<file path="src/tmzp_pkg.sv">
package tmzp_pkg;

  // ************************************************************
  // Bus geometry
  // ************************************************************
  localparam int ADDR_W = 4;
  localparam int DATA_W = 8;

  // ************************************************************
  // Register offsets
  // ************************************************************
  localparam logic [3:0] OFS_CTL_A      = 4'h0;
  localparam logic [3:0] OFS_CTL_B      = 4'h1;
  localparam logic [3:0] OFS_COUNT_LOW  = 4'h2;
  localparam logic [3:0] OFS_COUNT_HIGH = 4'h3;
  localparam logic [3:0] OFS_IRQ_STATUS = 4'h4;
  localparam logic [3:0] OFS_IRQ_CLEAR  = 4'h5;
  localparam logic [3:0] OFS_IRQ_ENABLE = 4'h6;

  // ************************************************************
  // Field positions of timer_ctl_a
  // ************************************************************
  localparam int CTLA_ENABLE_BIT = 7;
  localparam int CTLA_OUT_BIT    = 5;
  localparam int CTLA_MODE16_BIT = 4;
  localparam int CTLA_POST_LSB   = 0;
  localparam int SEL_W           = 4;

  // ************************************************************
  // Field positions of timer_ctl_b
  // ************************************************************
  localparam int CTLB_EXTCLK_BIT = 5;
  localparam int CTLB_ASYNC_BIT  = 4;
  localparam int CTLB_PRE_LSB    = 0;

  // ************************************************************
  // Interrupt status layout
  // ************************************************************
  localparam int IRQ_W         = 2;
  localparam int IRQ_FLAG_BIT  = 0;
  localparam int IRQ_EVENT_BIT = 1;

  // ************************************************************
  // Reset values
  // ************************************************************
  localparam logic [7:0] RST_CTL_A      = 8'h00;
  localparam logic [7:0] RST_CTL_B      = 8'h00;
  localparam logic [7:0] RST_COUNT_LOW  = 8'h00;
  localparam logic [7:0] RST_COUNT_HIGH = 8'hff;
  localparam logic [1:0] RST_IRQ        = 2'h0;

  // ************************************************************
  // Prescaler depth: sixteen ratios, largest 1:32768
  // ************************************************************
  localparam int PRE_W = 15;

endpackage

</file>
<file path="src/tmzp_prescale.sv">
`timescale 1ns/1ns
module tmzp_prescale #(
  parameter int CNT_W = tmzp_pkg::PRE_W,
  parameter int SEL_W = tmzp_pkg::SEL_W
) (
  input  wire logic             mclk,     // System clock
  input  wire logic             nrst,     // Async reset, active low
  input  wire logic             clear,    // Synchronous clear of the count
  input  wire logic             in_tick,  // Input clock event
  input  wire logic [SEL_W-1:0] sel,      // Ratio select, 2**sel
  output logic                  out_tick  // One pulse per 2**sel inputs
);

  logic [CNT_W-1:0] cnt;
  logic [CNT_W-1:0] mask;

  // Low sel bits of a free counter all ones marks the last input of a group
  always_comb begin
    mask = CNT_W'((32'h1 << sel) - 32'h1);
  end

  always_comb begin
    out_tick = in_tick && ((cnt & mask) == mask);
  end

  // Count is internal only; no bus path reads or loads it
  always_ff @(posedge mclk or negedge nrst) begin
    if (!nrst) begin
      cnt <= '0;
    end else if (clear) begin
      cnt <= '0;
    end else if (in_tick) begin
      cnt <= cnt + CNT_W'(1);
    end
  end

endmodule

</file>
<file path="src/tmzp_postscale.sv">
`timescale 1ns/1ns
module tmzp_postscale #(
  parameter int SEL_W = tmzp_pkg::SEL_W
) (
  input  wire logic             mclk,     // System clock
  input  wire logic             nrst,     // Async reset, active low
  input  wire logic             clear,    // Synchronous clear of the count
  input  wire logic             in_event, // Match or rollover event
  input  wire logic [SEL_W-1:0] sel,      // Ratio select, sel+1
  output logic                  out_event // One pulse per sel+1 events
);

  logic [SEL_W-1:0] cnt;

  always_comb begin
    out_event = in_event && (cnt == sel);
  end

  always_ff @(posedge mclk or negedge nrst) begin
    if (!nrst) begin
      cnt <= '0;
    end else if (clear) begin
      cnt <= '0;
    end else if (out_event) begin
      cnt <= '0;
    end else if (in_event) begin
      cnt <= cnt + SEL_W'(1);
    end
  end

endmodule

</file>
<file path="src/tmzp_timer.sv">
// Added by the designer: the placing of the registers and the strobed register port.
`timescale 1ns/1ns
// Behaviour
// - The prescaler divides the input clock by 2**prescale_select, from 1:1 to 1:32768.
// - Software can neither read nor load the prescaler count.
// - Writes to count_low_byte, timer_ctl_a, timer_ctl_b and resets clear the prescaler count.
// - The postscaler divides events by 1 to 16 set by postscale_select and its count is hidden.
// - Writes to count_low_byte, timer_ctl_a, timer_ctl_b and resets clear the postscaler count.
// - In sleep a timer running synchronously stops counting.
// - In sleep an asynchronous timer with a live input clock keeps counting and wakes if enabled.
// - In 8-bit mode a match occurs when count_low_byte equals count_high_byte, the period.
// - In 16-bit mode a rollover occurs when full_count wraps from all ones to zero.
// - timer_event_flag sets once per postscale_select plus one events, every event at 1:1.
// - With timer_irq_enable set, a set timer_event_flag interrupts and may wake from sleep.
// - The timer output is offered to the pin selector and as a trigger to other peripherals.
// - Software reads the timer output level through a read-only bit of timer_ctl_a.
// - timer_pulse_out lasts from a postscaled match or wrap until the next prescaled counter tick.
// - The visible output toggles on each rising edge of timer_pulse_out, a 50% square wave.
module tmzp_timer (
  input  wire logic                        mclk,        // System clock, 125 MHz
  input  wire logic                        nrst,        // Async reset, active low
  input  wire logic [tmzp_pkg::ADDR_W-1:0] addr,        // Register address
  input  wire logic [tmzp_pkg::DATA_W-1:0] wr_data,     // Write data
  input  wire logic                        wr_en,       // Write strobe
  input  wire logic                        rd_en,       // Read strobe
  output logic      [tmzp_pkg::DATA_W-1:0] rd_data,     // Read data, cycle after rd_en
  input  wire logic                        ext_clk,     // External count input, synchronous
  input  wire logic                        sleep,       // Device is in sleep
  output logic                             irq,         // Level interrupt
  output logic                             wake,        // Wake request while sleeping
  output logic                             timer_pulse_out, // Internal pulse
  output logic                             timer_out_level, // Toggle output, to pins
  output logic                             adc_trigger  // Trigger to other peripherals
);

  // ************************************************************
  // Register state
  // ************************************************************
  logic [7:0]                 timer_ctl_a;
  logic [7:0]                 timer_ctl_b;
  logic [7:0]                 count_low_byte;
  logic [7:0]                 count_high_byte;
  logic [7:0]                 high_shadow;
  logic [7:0]                 high_wr_buf;
  logic [tmzp_pkg::IRQ_W-1:0] irq_status;
  logic [tmzp_pkg::IRQ_W-1:0] irq_enable;

  // ************************************************************
  // Decoded fields
  // ************************************************************
  logic                       enable;
  logic                       mode16;
  logic                       ext_sel;
  logic                       async_mode;
  logic [tmzp_pkg::SEL_W-1:0] prescale_select;
  logic [tmzp_pkg::SEL_W-1:0] postscale_select;

  always_comb begin
    enable           = timer_ctl_a[tmzp_pkg::CTLA_ENABLE_BIT];
    mode16           = timer_ctl_a[tmzp_pkg::CTLA_MODE16_BIT];
    postscale_select = timer_ctl_a[tmzp_pkg::CTLA_POST_LSB +: tmzp_pkg::SEL_W];
    ext_sel          = timer_ctl_b[tmzp_pkg::CTLB_EXTCLK_BIT];
    async_mode       = timer_ctl_b[tmzp_pkg::CTLB_ASYNC_BIT];
    prescale_select  = timer_ctl_b[tmzp_pkg::CTLB_PRE_LSB +: tmzp_pkg::SEL_W];
  end

  // ************************************************************
  // Bus write decode
  // ************************************************************
  logic wr_ctl_a;
  logic wr_ctl_b;
  logic wr_low;
  logic wr_high;
  logic wr_clear;
  logic wr_enable;
  logic scaler_clear;

  always_comb begin
    wr_ctl_a     = wr_en && (addr == tmzp_pkg::OFS_CTL_A);
    wr_ctl_b     = wr_en && (addr == tmzp_pkg::OFS_CTL_B);
    wr_low       = wr_en && (addr == tmzp_pkg::OFS_COUNT_LOW);
    wr_high      = wr_en && (addr == tmzp_pkg::OFS_COUNT_HIGH);
    wr_clear     = wr_en && (addr == tmzp_pkg::OFS_IRQ_CLEAR);
    wr_enable    = wr_en && (addr == tmzp_pkg::OFS_IRQ_ENABLE);
    scaler_clear = wr_low || wr_ctl_a || wr_ctl_b;
  end

  // ************************************************************
  // Input clock selection and sleep gating
  // ************************************************************
  logic ext_clk_d;
  logic src_tick;
  logic run;

  always_ff @(posedge mclk or negedge nrst) begin
    if (!nrst) begin
      ext_clk_d <= 1'b0;
    end else begin
      ext_clk_d <= ext_clk;
    end
  end

  // A synchronous timer halts in sleep; an asynchronous one runs on while
  // its input edges keep coming, so a stopped source simply yields no tick
  always_comb begin
    run      = enable && (!sleep || async_mode);
    src_tick = run && (ext_sel ? (ext_clk && !ext_clk_d) : 1'b1);
  end

  // ************************************************************
  // Prescaler
  // ************************************************************
  logic count_tick;

  tmzp_prescale #(
    .CNT_W (tmzp_pkg::PRE_W),
    .SEL_W (tmzp_pkg::SEL_W)
  ) u_pre (
    .mclk     (mclk),
    .nrst     (nrst),
    .clear    (scaler_clear),
    .in_tick  (src_tick),
    .sel      (prescale_select),
    .out_tick (count_tick)
  );

  // ************************************************************
  // Counter and event detection
  // ************************************************************
  logic        match8;
  logic        wrap16;
  logic        raw_event;
  logic [15:0] full_count;
  logic [15:0] next_full;

  always_comb begin
    full_count = {count_high_byte, count_low_byte};
    next_full  = full_count + 16'h0001;
    match8     = !mode16 && (count_low_byte == count_high_byte);
    wrap16     = mode16 && (full_count == 16'hffff);
    raw_event  = count_tick && (match8 || wrap16);
  end

  // A bus write to the low byte wins over a count in the same cycle
  always_ff @(posedge mclk or negedge nrst) begin
    if (!nrst) begin
      count_low_byte <= tmzp_pkg::RST_COUNT_LOW;
    end else if (wr_low) begin
      count_low_byte <= wr_data;
    end else if (count_tick) begin
      if (match8) begin
        count_low_byte <= 8'h00;
      end else begin
        count_low_byte <= next_full[7:0];
      end
    end
  end

  // In 16-bit mode the high byte is written through a buffer that lands
  // with the low byte write, so software loads both halves at once
  always_ff @(posedge mclk or negedge nrst) begin
    if (!nrst) begin
      count_high_byte <= tmzp_pkg::RST_COUNT_HIGH;
    end else if (wr_high && !mode16) begin
      count_high_byte <= wr_data;
    end else if (wr_low && mode16) begin
      count_high_byte <= high_wr_buf;
    end else if (count_tick && mode16 && !wr_low) begin
      count_high_byte <= next_full[15:8];
    end
  end

  always_ff @(posedge mclk or negedge nrst) begin
    if (!nrst) begin
      high_wr_buf <= tmzp_pkg::RST_COUNT_HIGH;
    end else if (wr_high) begin
      high_wr_buf <= wr_data;
    end
  end

  // Reading the low byte latches the high byte so a 16-bit read is coherent
  always_ff @(posedge mclk or negedge nrst) begin
    if (!nrst) begin
      high_shadow <= tmzp_pkg::RST_COUNT_HIGH;
    end else if (rd_en && (addr == tmzp_pkg::OFS_COUNT_LOW)) begin
      high_shadow <= count_high_byte;
    end
  end

  // ************************************************************
  // Postscaler
  // ************************************************************
  logic post_event;

  tmzp_postscale #(
    .SEL_W (tmzp_pkg::SEL_W)
  ) u_post (
    .mclk      (mclk),
    .nrst      (nrst),
    .clear     (scaler_clear),
    .in_event  (raw_event),
    .sel       (postscale_select),
    .out_event (post_event)
  );

  // ************************************************************
  // Output pulse and toggle
  // ************************************************************
  // Pulse holds from the postscaled event until the next counter tick,
  // which is one period of the clock that advances the counter
  always_ff @(posedge mclk or negedge nrst) begin
    if (!nrst) begin
      timer_pulse_out <= 1'b0;
    end else if (post_event) begin
      timer_pulse_out <= 1'b1;
    end else if (count_tick || !enable) begin
      timer_pulse_out <= 1'b0;
    end
  end

  logic pulse_d;

  always_ff @(posedge mclk or negedge nrst) begin
    if (!nrst) begin
      pulse_d <= 1'b0;
    end else begin
      pulse_d <= timer_pulse_out;
    end
  end

  always_ff @(posedge mclk or negedge nrst) begin
    if (!nrst) begin
      timer_out_level <= 1'b0;
    end else if (timer_pulse_out && !pulse_d) begin
      timer_out_level <= !timer_out_level;
    end
  end

  // Peripheral trigger follows the pulse so a converter sees one start each
  always_ff @(posedge mclk or negedge nrst) begin
    if (!nrst) begin
      adc_trigger <= 1'b0;
    end else begin
      adc_trigger <= timer_pulse_out && !pulse_d;
    end
  end

  // ************************************************************
  // Control registers
  // ************************************************************
  // The output bit of timer_ctl_a is not stored; reads show the live level
  always_ff @(posedge mclk or negedge nrst) begin
    if (!nrst) begin
      timer_ctl_a <= tmzp_pkg::RST_CTL_A;
    end else if (wr_ctl_a) begin
      timer_ctl_a <= wr_data & ~(8'h01 << tmzp_pkg::CTLA_OUT_BIT);
    end
  end

  always_ff @(posedge mclk or negedge nrst) begin
    if (!nrst) begin
      timer_ctl_b <= tmzp_pkg::RST_CTL_B;
    end else if (wr_ctl_b) begin
      timer_ctl_b <= wr_data;
    end
  end

  // ************************************************************
  // Interrupt status, enable and outputs
  // ************************************************************
  logic [tmzp_pkg::IRQ_W-1:0] irq_set;
  logic [tmzp_pkg::IRQ_W-1:0] irq_clr;

  always_comb begin
    irq_set                          = '0;
    irq_set[tmzp_pkg::IRQ_FLAG_BIT]  = post_event;
    irq_set[tmzp_pkg::IRQ_EVENT_BIT] = raw_event;
    irq_clr                          = wr_clear ? wr_data[tmzp_pkg::IRQ_W-1:0] : '0;
  end

  // A set arriving with a clear wins so no event is lost
  always_ff @(posedge mclk or negedge nrst) begin
    if (!nrst) begin
      irq_status <= tmzp_pkg::RST_IRQ;
    end else begin
      irq_status <= (irq_status & ~irq_clr) | irq_set;
    end
  end

  always_ff @(posedge mclk or negedge nrst) begin
    if (!nrst) begin
      irq_enable <= tmzp_pkg::RST_IRQ;
    end else if (wr_enable) begin
      irq_enable <= wr_data[tmzp_pkg::IRQ_W-1:0];
    end
  end

  // Outputs lag the status by one cycle to come straight from flops
  always_ff @(posedge mclk or negedge nrst) begin
    if (!nrst) begin
      irq  <= 1'b0;
      wake <= 1'b0;
    end else begin
      irq  <= |(irq_status & irq_enable);
      wake <= sleep && |(irq_status & irq_enable);
    end
  end

  // ************************************************************
  // Read path
  // ************************************************************
  logic [7:0] rd_mux;

  always_comb begin
    rd_mux = 8'h00;
    unique case (addr)
      tmzp_pkg::OFS_CTL_A: begin
        rd_mux = timer_ctl_a;
        rd_mux[tmzp_pkg::CTLA_OUT_BIT] = timer_out_level;
      end
      tmzp_pkg::OFS_CTL_B: begin
        rd_mux = timer_ctl_b;
      end
      tmzp_pkg::OFS_COUNT_LOW: begin
        rd_mux = count_low_byte;
      end
      tmzp_pkg::OFS_COUNT_HIGH: begin
        rd_mux = mode16 ? high_shadow : count_high_byte;
      end
      tmzp_pkg::OFS_IRQ_STATUS: begin
        rd_mux = 8'(irq_status);
      end
      tmzp_pkg::OFS_IRQ_ENABLE: begin
        rd_mux = 8'(irq_enable);
      end
      default: begin
        rd_mux = 8'h00;
      end
    endcase
  end

  // Data stands only in the cycle after the strobe, zero otherwise
  always_ff @(posedge mclk or negedge nrst) begin
    if (!nrst) begin
      rd_data <= 8'h00;
    end else if (rd_en) begin
      rd_data <= rd_mux;
    end else begin
      rd_data <= 8'h00;
    end
  end

endmodule

</file>
<file path="config.mk">
export PLATFORM = sky130hd
export DESIGN_NAME = tmzp_timer
export DESIGN_NICKNAME = d
export VERILOG_FILES = /design/src/tmzp_pkg.sv /design/src/tmzp_prescale.sv /design/src/tmzp_postscale.sv /design/src/tmzp_timer.sv
export SDC_FILE = /design/constraint.sdc
export NUM_CORES = 1
export LEC_CHECK = 0
export BUFFER_PORTS_ARGS = -buffer_cell sky130_fd_sc_hd__clkbuf_2
export CORE_ASPECT_RATIO = 0.8
export CORE_MARGIN = 1.5
export CORE_UTILIZATION = 49
export CTS_BUF_LIST = sky130_fd_sc_hd__clkbuf_8
export CTS_CLUSTER_DIAMETER = 150
export DETAILED_ROUTE_END_ITERATION = 10
export PLACE_DENSITY_LB_ADDON = 0.12
export SLEW_MARGIN = 20
export SYNTH_ARGS = -nofsm -noshare
export SYNTH_HDL_FRONTEND = slang
export SYNTH_SLANG_ARGS = --single-unit
</file>
<file path="constraint.sdc">
create_clock -name mclk -period 6.7 [get_ports mclk]
set_clock_uncertainty 0.05 [all_clocks]
set_input_delay 0.67 -clock mclk [delete_from_list [all_inputs] [get_ports mclk]]
set_output_delay 0.67 -clock mclk [all_outputs]
set_load 0.01 [all_outputs]
</file>
---- Word-level counts from Yosys, hierarchy flattened ----
Index checks and enable logic that the tools add are counted.
storage, ports and cells
  bits in registers ....................... 85
  output and inout bits ................... 13
  bits of input ports ..................... 18
  word-level logic and storage cells ...... 96
cells by class
  bitwise logic cells ..................... 5
  $add $sub $neg .......................... 4
  equality and inequality tests ........... 10
  reductions and logical operators ........ 40
  shift-type cells ........................ 1
  multiplexer cells ....................... 18
operators by type and width
  cell                                                  count
  2-to-1 mux 8 bit                                      8
  case mux 8 bit (6 select lines)                       1
  2-to-1 mux 15 bit                                     2
  logical AND 1 bit                                     21
  adder 16 x 1 -> 16 bit (second input constant)        1
  equality test 16 bit (second input constant)          1
  adder 15 x 1 -> 15 bit (second input constant)        1
  bitwise AND 15 bit                                    1
  equality test 15 bit                                  1
  << shifter 1 x 4 -> 15 bit (first input constant)     1
  subtractor 15 x 1 -> 15 bit (second input constant)   1
  equality test 4 x 3 -> 1 bit (second input constant)  3
  2-to-1 mux 4 bit                                      3
  equality test 4 x 2 -> 1 bit (second input constant)  2
  equality test 8 bit                                   1
  zero test 1 bit                                       7
  nonzero test 2 bit                                    3
  nonzero test 3 bit                                    2
  logical OR 1 bit                                      5
  adder 4 x 1 -> 4 bit (second input constant)          1
  bitwise AND 2 bit                                     2
  equality test 4 x 1 -> 1 bit (second input constant)  1
  equality test 4 bit                                   1
  zero test 4 bit                                       1
  5 further kinds                                       7

---- Longest topological paths before layout ----
Gate-level depths: netlist of run 1.
  depth after elaboration ................. 10
  gate-level depth with buffers ........... 14
  depth with buffers taken out ............ 10

---- Hierarchy ----
From an unflattened synthesis of run 1, not the netlist that was laid out.
unflattened totals
  cells, all modules ...................... 470
  area, all modules ....................... 4799.6 µm²
by module, submodules not included
  module          times used  cells an instance  area an instance (µm²)  seq. area each (µm²)
  tmzp_timer      1           320                3504.6                  1681.6
  tmzp_prescale   1           118                1019.7                  375.4
  tmzp_postscale  1           32                 275.3                   100.1

---- Worst setup path after synthesis of run 1 ----
OpenSTA, ideal clock, no wires.
  kind .................................... register to register
  from .................................... reg timer_ctl_b[3]
  to ...................................... reg u_post.cnt[3]
  stages on the path, launching flop included .. 14
  data arrival time ....................... 2.759 ns
  path buffers ............................ 3
  slack ................................... 3.788 ns
  clock period less this slack ............ 2.912 ns
  data required time ...................... 6.546 ns
  setup time .............................. 0.104 ns
  path through ............................ dfrtp_1 > buf_2 > nor2_1 > nand3b_1 > ha_1 > buf_2 > and2_1 > nor2_1 > o21a_1 > o221ai_1 > or2_1 > buf_2 > or3_4 > o41ai_2
on the way
  longest elaborated chain between the ends .. 9
  elaborated cells between the ends (all ways) .. 10
  classes of those cells .................. add/sub: 1; eq/ne: 1; shift: 1; mux: 2; bitwise: 1; reduce/logical: 4
RTL lines
  what                           line                  source
  start: declaration             tmzp_timer.sv:40      logic [7:0] timer_ctl_b;
  start signal: assignment       tmzp_timer.sv:262     timer_ctl_b <= tmzp_pkg::RST_CTL_B;
  start signal: assignment       tmzp_timer.sv:264     timer_ctl_b <= wr_data;
  << shifter 1 x 4 -> 15 bit *   tmzp_prescale.sv:19   mask = CNT_W'((32'h1 << sel) - 32'h1);
  subtractor 15 x 1 -> 15 bit *  tmzp_prescale.sv:19
  bitwise AND 15 bit             tmzp_prescale.sv:23   out_tick = in_tick && ((cnt & mask) == mask);
  equality test 15 bit *         tmzp_prescale.sv:23
  logical AND 1 bit *            tmzp_prescale.sv:23
  logical AND 1 bit *            tmzp_timer.sv:141     raw_event = count_tick && (match8 || wrap16);
  logical AND 1 bit              tmzp_postscale.sv:16  out_event = in_event && (cnt == sel);
  2-to-1 mux 4 bit               tmzp_postscale.sv:24  end else if (out_event) begin
  2-to-1 mux 4 bit               tmzp_postscale.sv:22  end else if (clear) begin
  end signal: assignment         tmzp_postscale.sv:27  cnt <= cnt + SEL_W'(1);
  end: declaration               tmzp_postscale.sv:13  logic [SEL_W-1:0] cnt;
Mark *: on every way between the ends. The rest lies on a longest branch, timed or not.
A chain may end at the register's enable or synchronous reset.

---- Final worst setup path of run 1 ----
Same ends and word-level chain as after synthesis.

==> results of run 1 <==
Yosys cell counts (5+ instances only):
master / count / area [um2]
mux2_2: 30 / 338
nor2b_1: 6 / 37.5
and3_1: 11 / 68.8
a31oi_1: 5 / 31.3
nor2_1: 47 / 176
nand4_1: 9 / 56.3
nor4_1: 7 / 43.8
inv_1: 10 / 37.5
nand2_1: 65 / 244
a21oi_1: 16 / 80.1
dfrtp_1: 61 / 1530
dfstp_2: 24 / 631
a22oi_1: 11 / 82.6
nand3_1: 21 / 105
o21ai_0: 23 / 115
clkbuf_1: 21 / 78.8
mux2i_1: 8 / 80.1
buf_2: 6 / 30.0
xor2_1: 23 / 201
nor3_1: 13 / 65.1
xnor2_1: 9 / 78.8
nand3b_1: 5 / 37.5
sequential cells by signal, summed over array words and instances, names as in the netlist, 2 cells and up:
| name | cells |
|---|---|
| irq_enable | 2 |
| u_post.cnt | 4 |
| irq_status | 2 |
| count_high_byte | 8 |
| u_pre.cnt | 15 |
| count_low_byte | 8 |
| timer_ctl_b | 8 |
| timer_ctl_a | 7 |
| rd_data | 8 |
| high_shadow | 8 |
| high_wr_buf | 8 |
routing by layer:
layer	GRT usage	share of wire	up-vias
li1	-	-	1837
met1	0.369	0.50	1913
met2	0.342	0.43	134
met3	0.0527	0.056	16
met4	0.0719	0.017	0
met5	0	0	-
cell usage in the layout (no fill, tap or decap), types with 4 or more instances in the layout:
master	Yosys	layout
inv_1	10	10
nand4_1	9	9
nor3_1	13	13
and3_1	11	11
o21ai_0	23	23
nand3_1	21	21
xnor2_1	9	9
nor2b_1	6	6
a31oi_1	5	5
ha_1	4	4
a22oi_1	11	11
mux2_2	30	30
mux2i_1	8	8
or3_1	4	4
clkbuf_8	0	10
nor2_1	47	47
nand3b_1	5	5
dfrtp_1	61	61
clkbuf_2	0	29
nand2_1	65	65
nor4_1	7	7
dfstp_2	24	24
o31ai_1	4	4
xor2_1	23	23
a21oi_1	16	16
where the power goes:
group	internal [mW]	switching (mW)	leakage [nW]
sequential	0.642	0.147	1.05
clock	0.185	0.196	0.0955
combinational	0.177	0.191	1.06
worst reg2reg max path, cell delays in order (launching register included):
cell	delay, ps
dfrtp_1	510
nor2_1	210
nand3b_1	100
ha_1	280
and2_1	200
nor2_1	100
o21a_1	110
o221ai_1	370
or2_1	610
or3_4	490
o41ai_2	270
through the flow:
| step | hold slack, ps | total power, mW | setup slack (ps) |
|---|---|---|---|
| 2_1_floorplan | 324 | 1.04 | 3790 |
| 3_3_place_gp | 353 | 1.15 | 3500 |
| 3_5_place_dp | 365 | 1.16 | 3330 |
| 4_1_cts | 378 | 1.54 | 3320 |
| 5_1_grt | 359 | 1.62 | 3120 |
| 6_report | 295 | 1.54 | 3290 |
path summary, 6_finish.rpt:
check	from	to	slack (ps)	cells after the start
worst max-delay path	timer_ctl_b[3]	u_post.cnt[3]	3290	10
worst max register to register	timer_ctl_b[3]	u_post.cnt[3]	3290	10
worst min-delay path	nrst	wake	290	1
min in group mclk	pulse_d	adc_trigger	370	1
worst min register to register	pulse_d	adc_trigger	370	1
max in group asynchronous	nrst	timer_ctl_a[2]	5790	1
area by class of cell:
type | instances | area [um2]
well taps | 119 | 149
clock inverters | 6 | 70.1
repair buffers | 33 | 179
flip-flops and latches | 85 | 2160
multi-input cells | 377 | 2490
clock buffers | 10 | 138
inverters | 11 | 41.3
fillers | 887 | 4340
cells by family after synthesis:
group,Yosys count
AO/OA/AOI/OAI,98
XOR/XNOR,32
multiplexers,40
AND/OR/NAND/NOR,203
adder cells (fa/ha/maj),4
flip-flops,85
buffers and inverters,38
==> flow_summary_export.csv, run 1 <==
group,metric,value,unit
cells_and_area,drive_gt1_frac,0.218,
synth,synth-simple-area-share,0.207,
power,p_leak,2.21,nW
timing,rsz0062_at_grt,"no",
die,initial_core_util,0.502,
power,ir_drop,0.000146,V
hold_path,hp-class,"primary input to async pin",
detailed_routing,routedWlPerCell,18.9,um
clock_network,path_clk_slew,90,ps
grt,grt_pass1_wl,19400,um
clock_network,ctsHoldBuffers,0,
placement,post-place-cells,625,
critical_path,cpMaxStageDelayCell,"or2_1",
critical_path,cpMostUsedCell,"nor2_1",
cells_and_area,diodes,0,
synth,synth_flop_cell,"dfrtp_1",
critical_path,crit_arrival,3630,ps
die,core_region_area,9570,um2
clock_network,clock_path_buffers,2,
clock_network,numCtsBuffers,9,
grt,grt_max_degree,86,
die,die_width,114,um
cells_and_area,final_net_count,539,
critical_path,cp_cell_sequence,"nor2_1 > nand3b_1 > ha_1 > and2_1 > nor2_1 > o21a_1 > o221ai_1 > or2_1 > or3_4 > o41ai_2",
synth,synthDistinctLibCells,61,
timing,max_slew_margin,0.327,
synth,ys_warn_count,0,
cells_and_area,postLayoutCellArea,5230,um2
cells_and_area,syn2layout_area_growth,8.89,%
clock_network,cts_root_buffer,"clkbuf_8",
flow_run,drv_cap,0,
cells_and_area,fin_util,0.546,
detailed_routing,drt_iter0_drc,398,
cells_and_area,layout.cells.non_filler,641,
placement,gp_congestion,0.924,
synth,synth-compound-area-share,0.147,
timing,min_period,3410,ps
critical_path,required,6920,ps
detailed_routing,drt-pass1-iter-count,5,
grt,grt_pass1_vias,3533,
placement,dp_hpwl,8560,um
detailed_routing,via_per_inst,6.08,
die,pin_count,31,
detailed_routing,drc_errors,0,
synth,synth_edf_count,0,
grt,antenna_found_initial,0,
critical_path,worst-path-max-fanout,16,
synth,synth_top_family_by_area,"simple AND/OR/NAND/NOR gates",
die,num_rows,32,
timing,tightest_slew,1000,ps
synth,async_reset_ff_frac,1.00,
synth,synth.net_count,522,
critical_path,critPathMaxStageDelay,610,ps
run_status,outcome,"finished clean",
synth,avgSynthCellArea,9.60,um2
synth,netlist_instances,500,
critical_path,start_kind,"flop",
power,p_per_area,294,nW/um2
timing,setup_tns,0,ps
clock_network,clock-sinks,85,
placement,placed_cell_area,5020,um2
clock_network,cts_tree,"yes",
placement,port_buffers,30,
clock_network,postCtsSetupBuffers,0,
timing,fin_crit_sh,0.509,
detailed_routing,final_antenna_net_count,0,
detailed_routing,totalWireLength,12100,um
detailed_routing,vias,3900,
critical_path,path_delay_family,"simple AND/OR/NAND/NOR gates",
clock_network,h-tree-depth,3,
critical_path,path_buf_inv,0,
synth,synth.area.mux_share,0.0964,
synth,yosysSeqAreaShare,0.449,
synth,synth_area,4800,um2
grt,grt.overflow.total,0,
grt,grt_usage,0.242,
synth,synth_adder_area_share,0.0104,
clock_network,cts_resized,0,
timing,setup_viol,0,
synth,synth-xor-area-share,0.0584,
timing,maxSlewViolCount,0,
timing,hold_viol,0,
critical_path,criticalPathCategory,"flop to flop",
clock_network,insertion_delay,370,ps
die,fp.dieArea,10400,um2
timing,fmax,293,MHz
die,die_y,91.5,um
critical_path,end_kind,"flop",
synth,synth_seq_cells,85,
Note: power is estimated with default switching activity, not from simulation.
==> run 2, diff against run 1 <==
==> constraint.sdc (replaced) <==
create_clock -name mclk -period 2.8 [get_ports mclk]
set_clock_uncertainty 0.05 [all_clocks]
set_input_delay 0.28 -clock mclk [delete_from_list [all_inputs] [get_ports mclk]]
set_output_delay 0.28 -clock mclk [all_outputs]
set_load 0.01 [all_outputs]
==> run 2 against run 1 <==
The flow now finishes with violations (hold timing). Power up 140%. Worst setup slack worse by 3100 ps. Worst hold slack worse by 320 ps. Clock power up 120%. Register-to-register slack worse by 3100 ps. Combinational power rose to 2.9 times the previous value. Global-route usage up 1.5 points. Routed wire length up 2.0%. Sequential power up 130%. First-iteration DRC count down 12%.
==> flow_summary_export.csv, run 2 (synthesized netlist as in run 1, its figures left out) <==
group,metric,value,unit
clock_network,path_clk_slew,90,ps
die,die_y,91.5,um
detailed_routing,drc_errors,0,
run_status,outcome,"finished with violations",
critical_path,reg2reg_setup_slack,140,ps
timing,setup_viol,0,
timing,fin_crit_sh,0.948,
clock_network,insertion_delay,370,ps
grt,grt_pass1_wl,20600,um
detailed_routing,drt_iter0_drc,350,
timing,setup_ws,145,ps
critical_path,crit_arrival,2880,ps
power,ir_drop,0.000337,V
cells_and_area,syn2layout_area_growth,14.0,%
grt,grt_max_degree,73,
detailed_routing,vias,3991,
timing,min_period,2660,ps
die,num_rows,32,
die,core_region_area,9570,um2
run_status,violations,"hold timing",
critical_path,cp_cell_sequence,"nor2_4 > nand3b_1 > ha_4 > and2_1 > o211ai_1 > a31o_2 > o2111ai_4 > or2_4 > or3_4 > o41ai_4",
cells_and_area,drive_gt1_frac,0.268,
cells_and_area,top_register,"u_pre.cnt",
grt,grt_pass1_vias,3886,
timing,setup_tns,0,ps
timing,tightest_slew,921,ps
clock_network,numCtsBuffers,9,
detailed_routing,final_antenna_net_count,0,
die,initial_core_util,0.502,
detailed_routing,drt-pass1-iter-count,5,
clock_network,clock-sinks,85,
grt,grt.overflow.total,0,
timing,maxSlewViolCount,0,
hold_path,hp-class,"primary input to async pin",
die,pin_count,31,
critical_path,criticalPathCategory,"flop to flop",
cells_and_area,mostFrequentLayoutCells,"nand2_1, dfrtp_1, nor2_1, mux2_2, clkbuf_2",
critical_path,crit_start,"timer_ctl_b[3]",
timing,fmax,377,MHz
cells_and_area,final_net_count,565,
critical_path,rr_startpoint,"timer_ctl_b[3]",
grt,antenna_found_initial,0,
flow_run,drv_cap,0,
critical_path,required,3020,ps
grt,grt_usage,0.257,
placement,dp_hpwl,8870,um
detailed_routing,routedWlPerCell,18.5,um
critical_path,critPathMaxStageDelay,420,ps
timing,max_slew_margin,0.386,
die,fp.dieArea,10400,um2
critical_path,cpMaxStageDelayCell,"dfrtp_1",
cells_and_area,diodes,0,
critical_path,end_kind,"flop",
detailed_routing,totalWireLength,12300,um
critical_path,worst-path-max-fanout,5,
placement,gp_congestion,0.918,
die,die_width,114,um
timing,rsz0062_at_grt,"no",
power,p_per_area,676,nW/um2
timing,hold_slack,-20.7,ps
placement,dpl_worst_slack,68.3,ps
cells_and_area,final_common_cell,"nand2_1",
critical_path,start_kind,"flop",
clock_network,clock_path_buffers,2,
timing,hold_viol,15,
power,p_leak,2.34,nW
clock_network,h-tree-depth,3,
clock_network,cts_tree,"yes",
cells_and_area,largest_reg_flops,15,
clock_network,cts_root_buffer,"clkbuf_8",
detailed_routing,via_per_inst,5.98,
placement,port_buffers,30,
## run 2: final timing paths
path	cells after the start	endpoint
hold / removal	1	adc_trigger
min in group mclk	2	wake
hold reg to reg	1	adc_trigger
setup / recovery	10	u_post.cnt[3]
max in group asynchronous	2	count_high_byte[3]
setup reg to reg	10	u_post.cnt[3]
## run 2: layout make-up
| cell class | count | area (um2) |
|---|---|---|
| fill | 856 | 4100 |
| multi-input combinational | 377 | 2550 |
| sequential | 85 | 2160 |
| timing repair buffer | 59 | 385 |
| tap | 119 | 149 |
| clock buffer | 10 | 138 |
| clock inverter | 6 | 46.3 |
| inverter | 11 | 41.3 |
## run 2: metrics by stage
stage | util | cell area, um2 | std cells | hold slack [ps] | power, mW
5_1_grt | 0.572 | 5470 | 667 | 54.2 | 3.93
3_5_place_dp | 0.546 | 5230 | 649 | 358 | 2.86
3_3_place_gp | 0.546 | 5230 | 649 | 353 | 2.83
6_report | 0.572 | 5470 | 667 | -20.7 | 3.70
2_1_floorplan | - | 4840 | 500 | -65.6 | 2.51
4_1_cts | 0.567 | 5420 | 666 | 8.82 | 3.70
## run 2: power breakdown
group | switching, mW | leakage (nW) | internal, mW
Clock | 0.471 | 0.0893 | 0.352
Combinational | 0.560 | 1.20 | 0.496
Sequential | 0.286 | 1.05 | 1.54
## run 2: repair_timing
item / 4_1_cts / 5_1_grt
endpoints found under the setup margin: 0 / 13
buffers inserted: 0 / 1
hold endpoints to repair: 1 / 0
resized for setup: 0 / 9
hold buffers: 1 / 0
## run 2: routing by layer
metal | up-vias | wire length (um) | share of wire | track usage
li1 | 1891 | - | - | -
met3 | 21 | 680 | 0.055 | 0.0461
met1 | 1943 | 5990 | 0.49 | 0.382
met4 | 0 | 264 | 0.021 | 0.0896
met2 | 136 | 5400 | 0.44 | 0.374
met5 | - | 0 | 0 | 0
## run 2: critical path, delay by kind of cell, from the launching register on
kind | cells | cell delay [ps]
compound gates | 4 | 800
fa+ha+maj | 1 | 200
flops | 1 | 420
simple gates | 5 | 1100
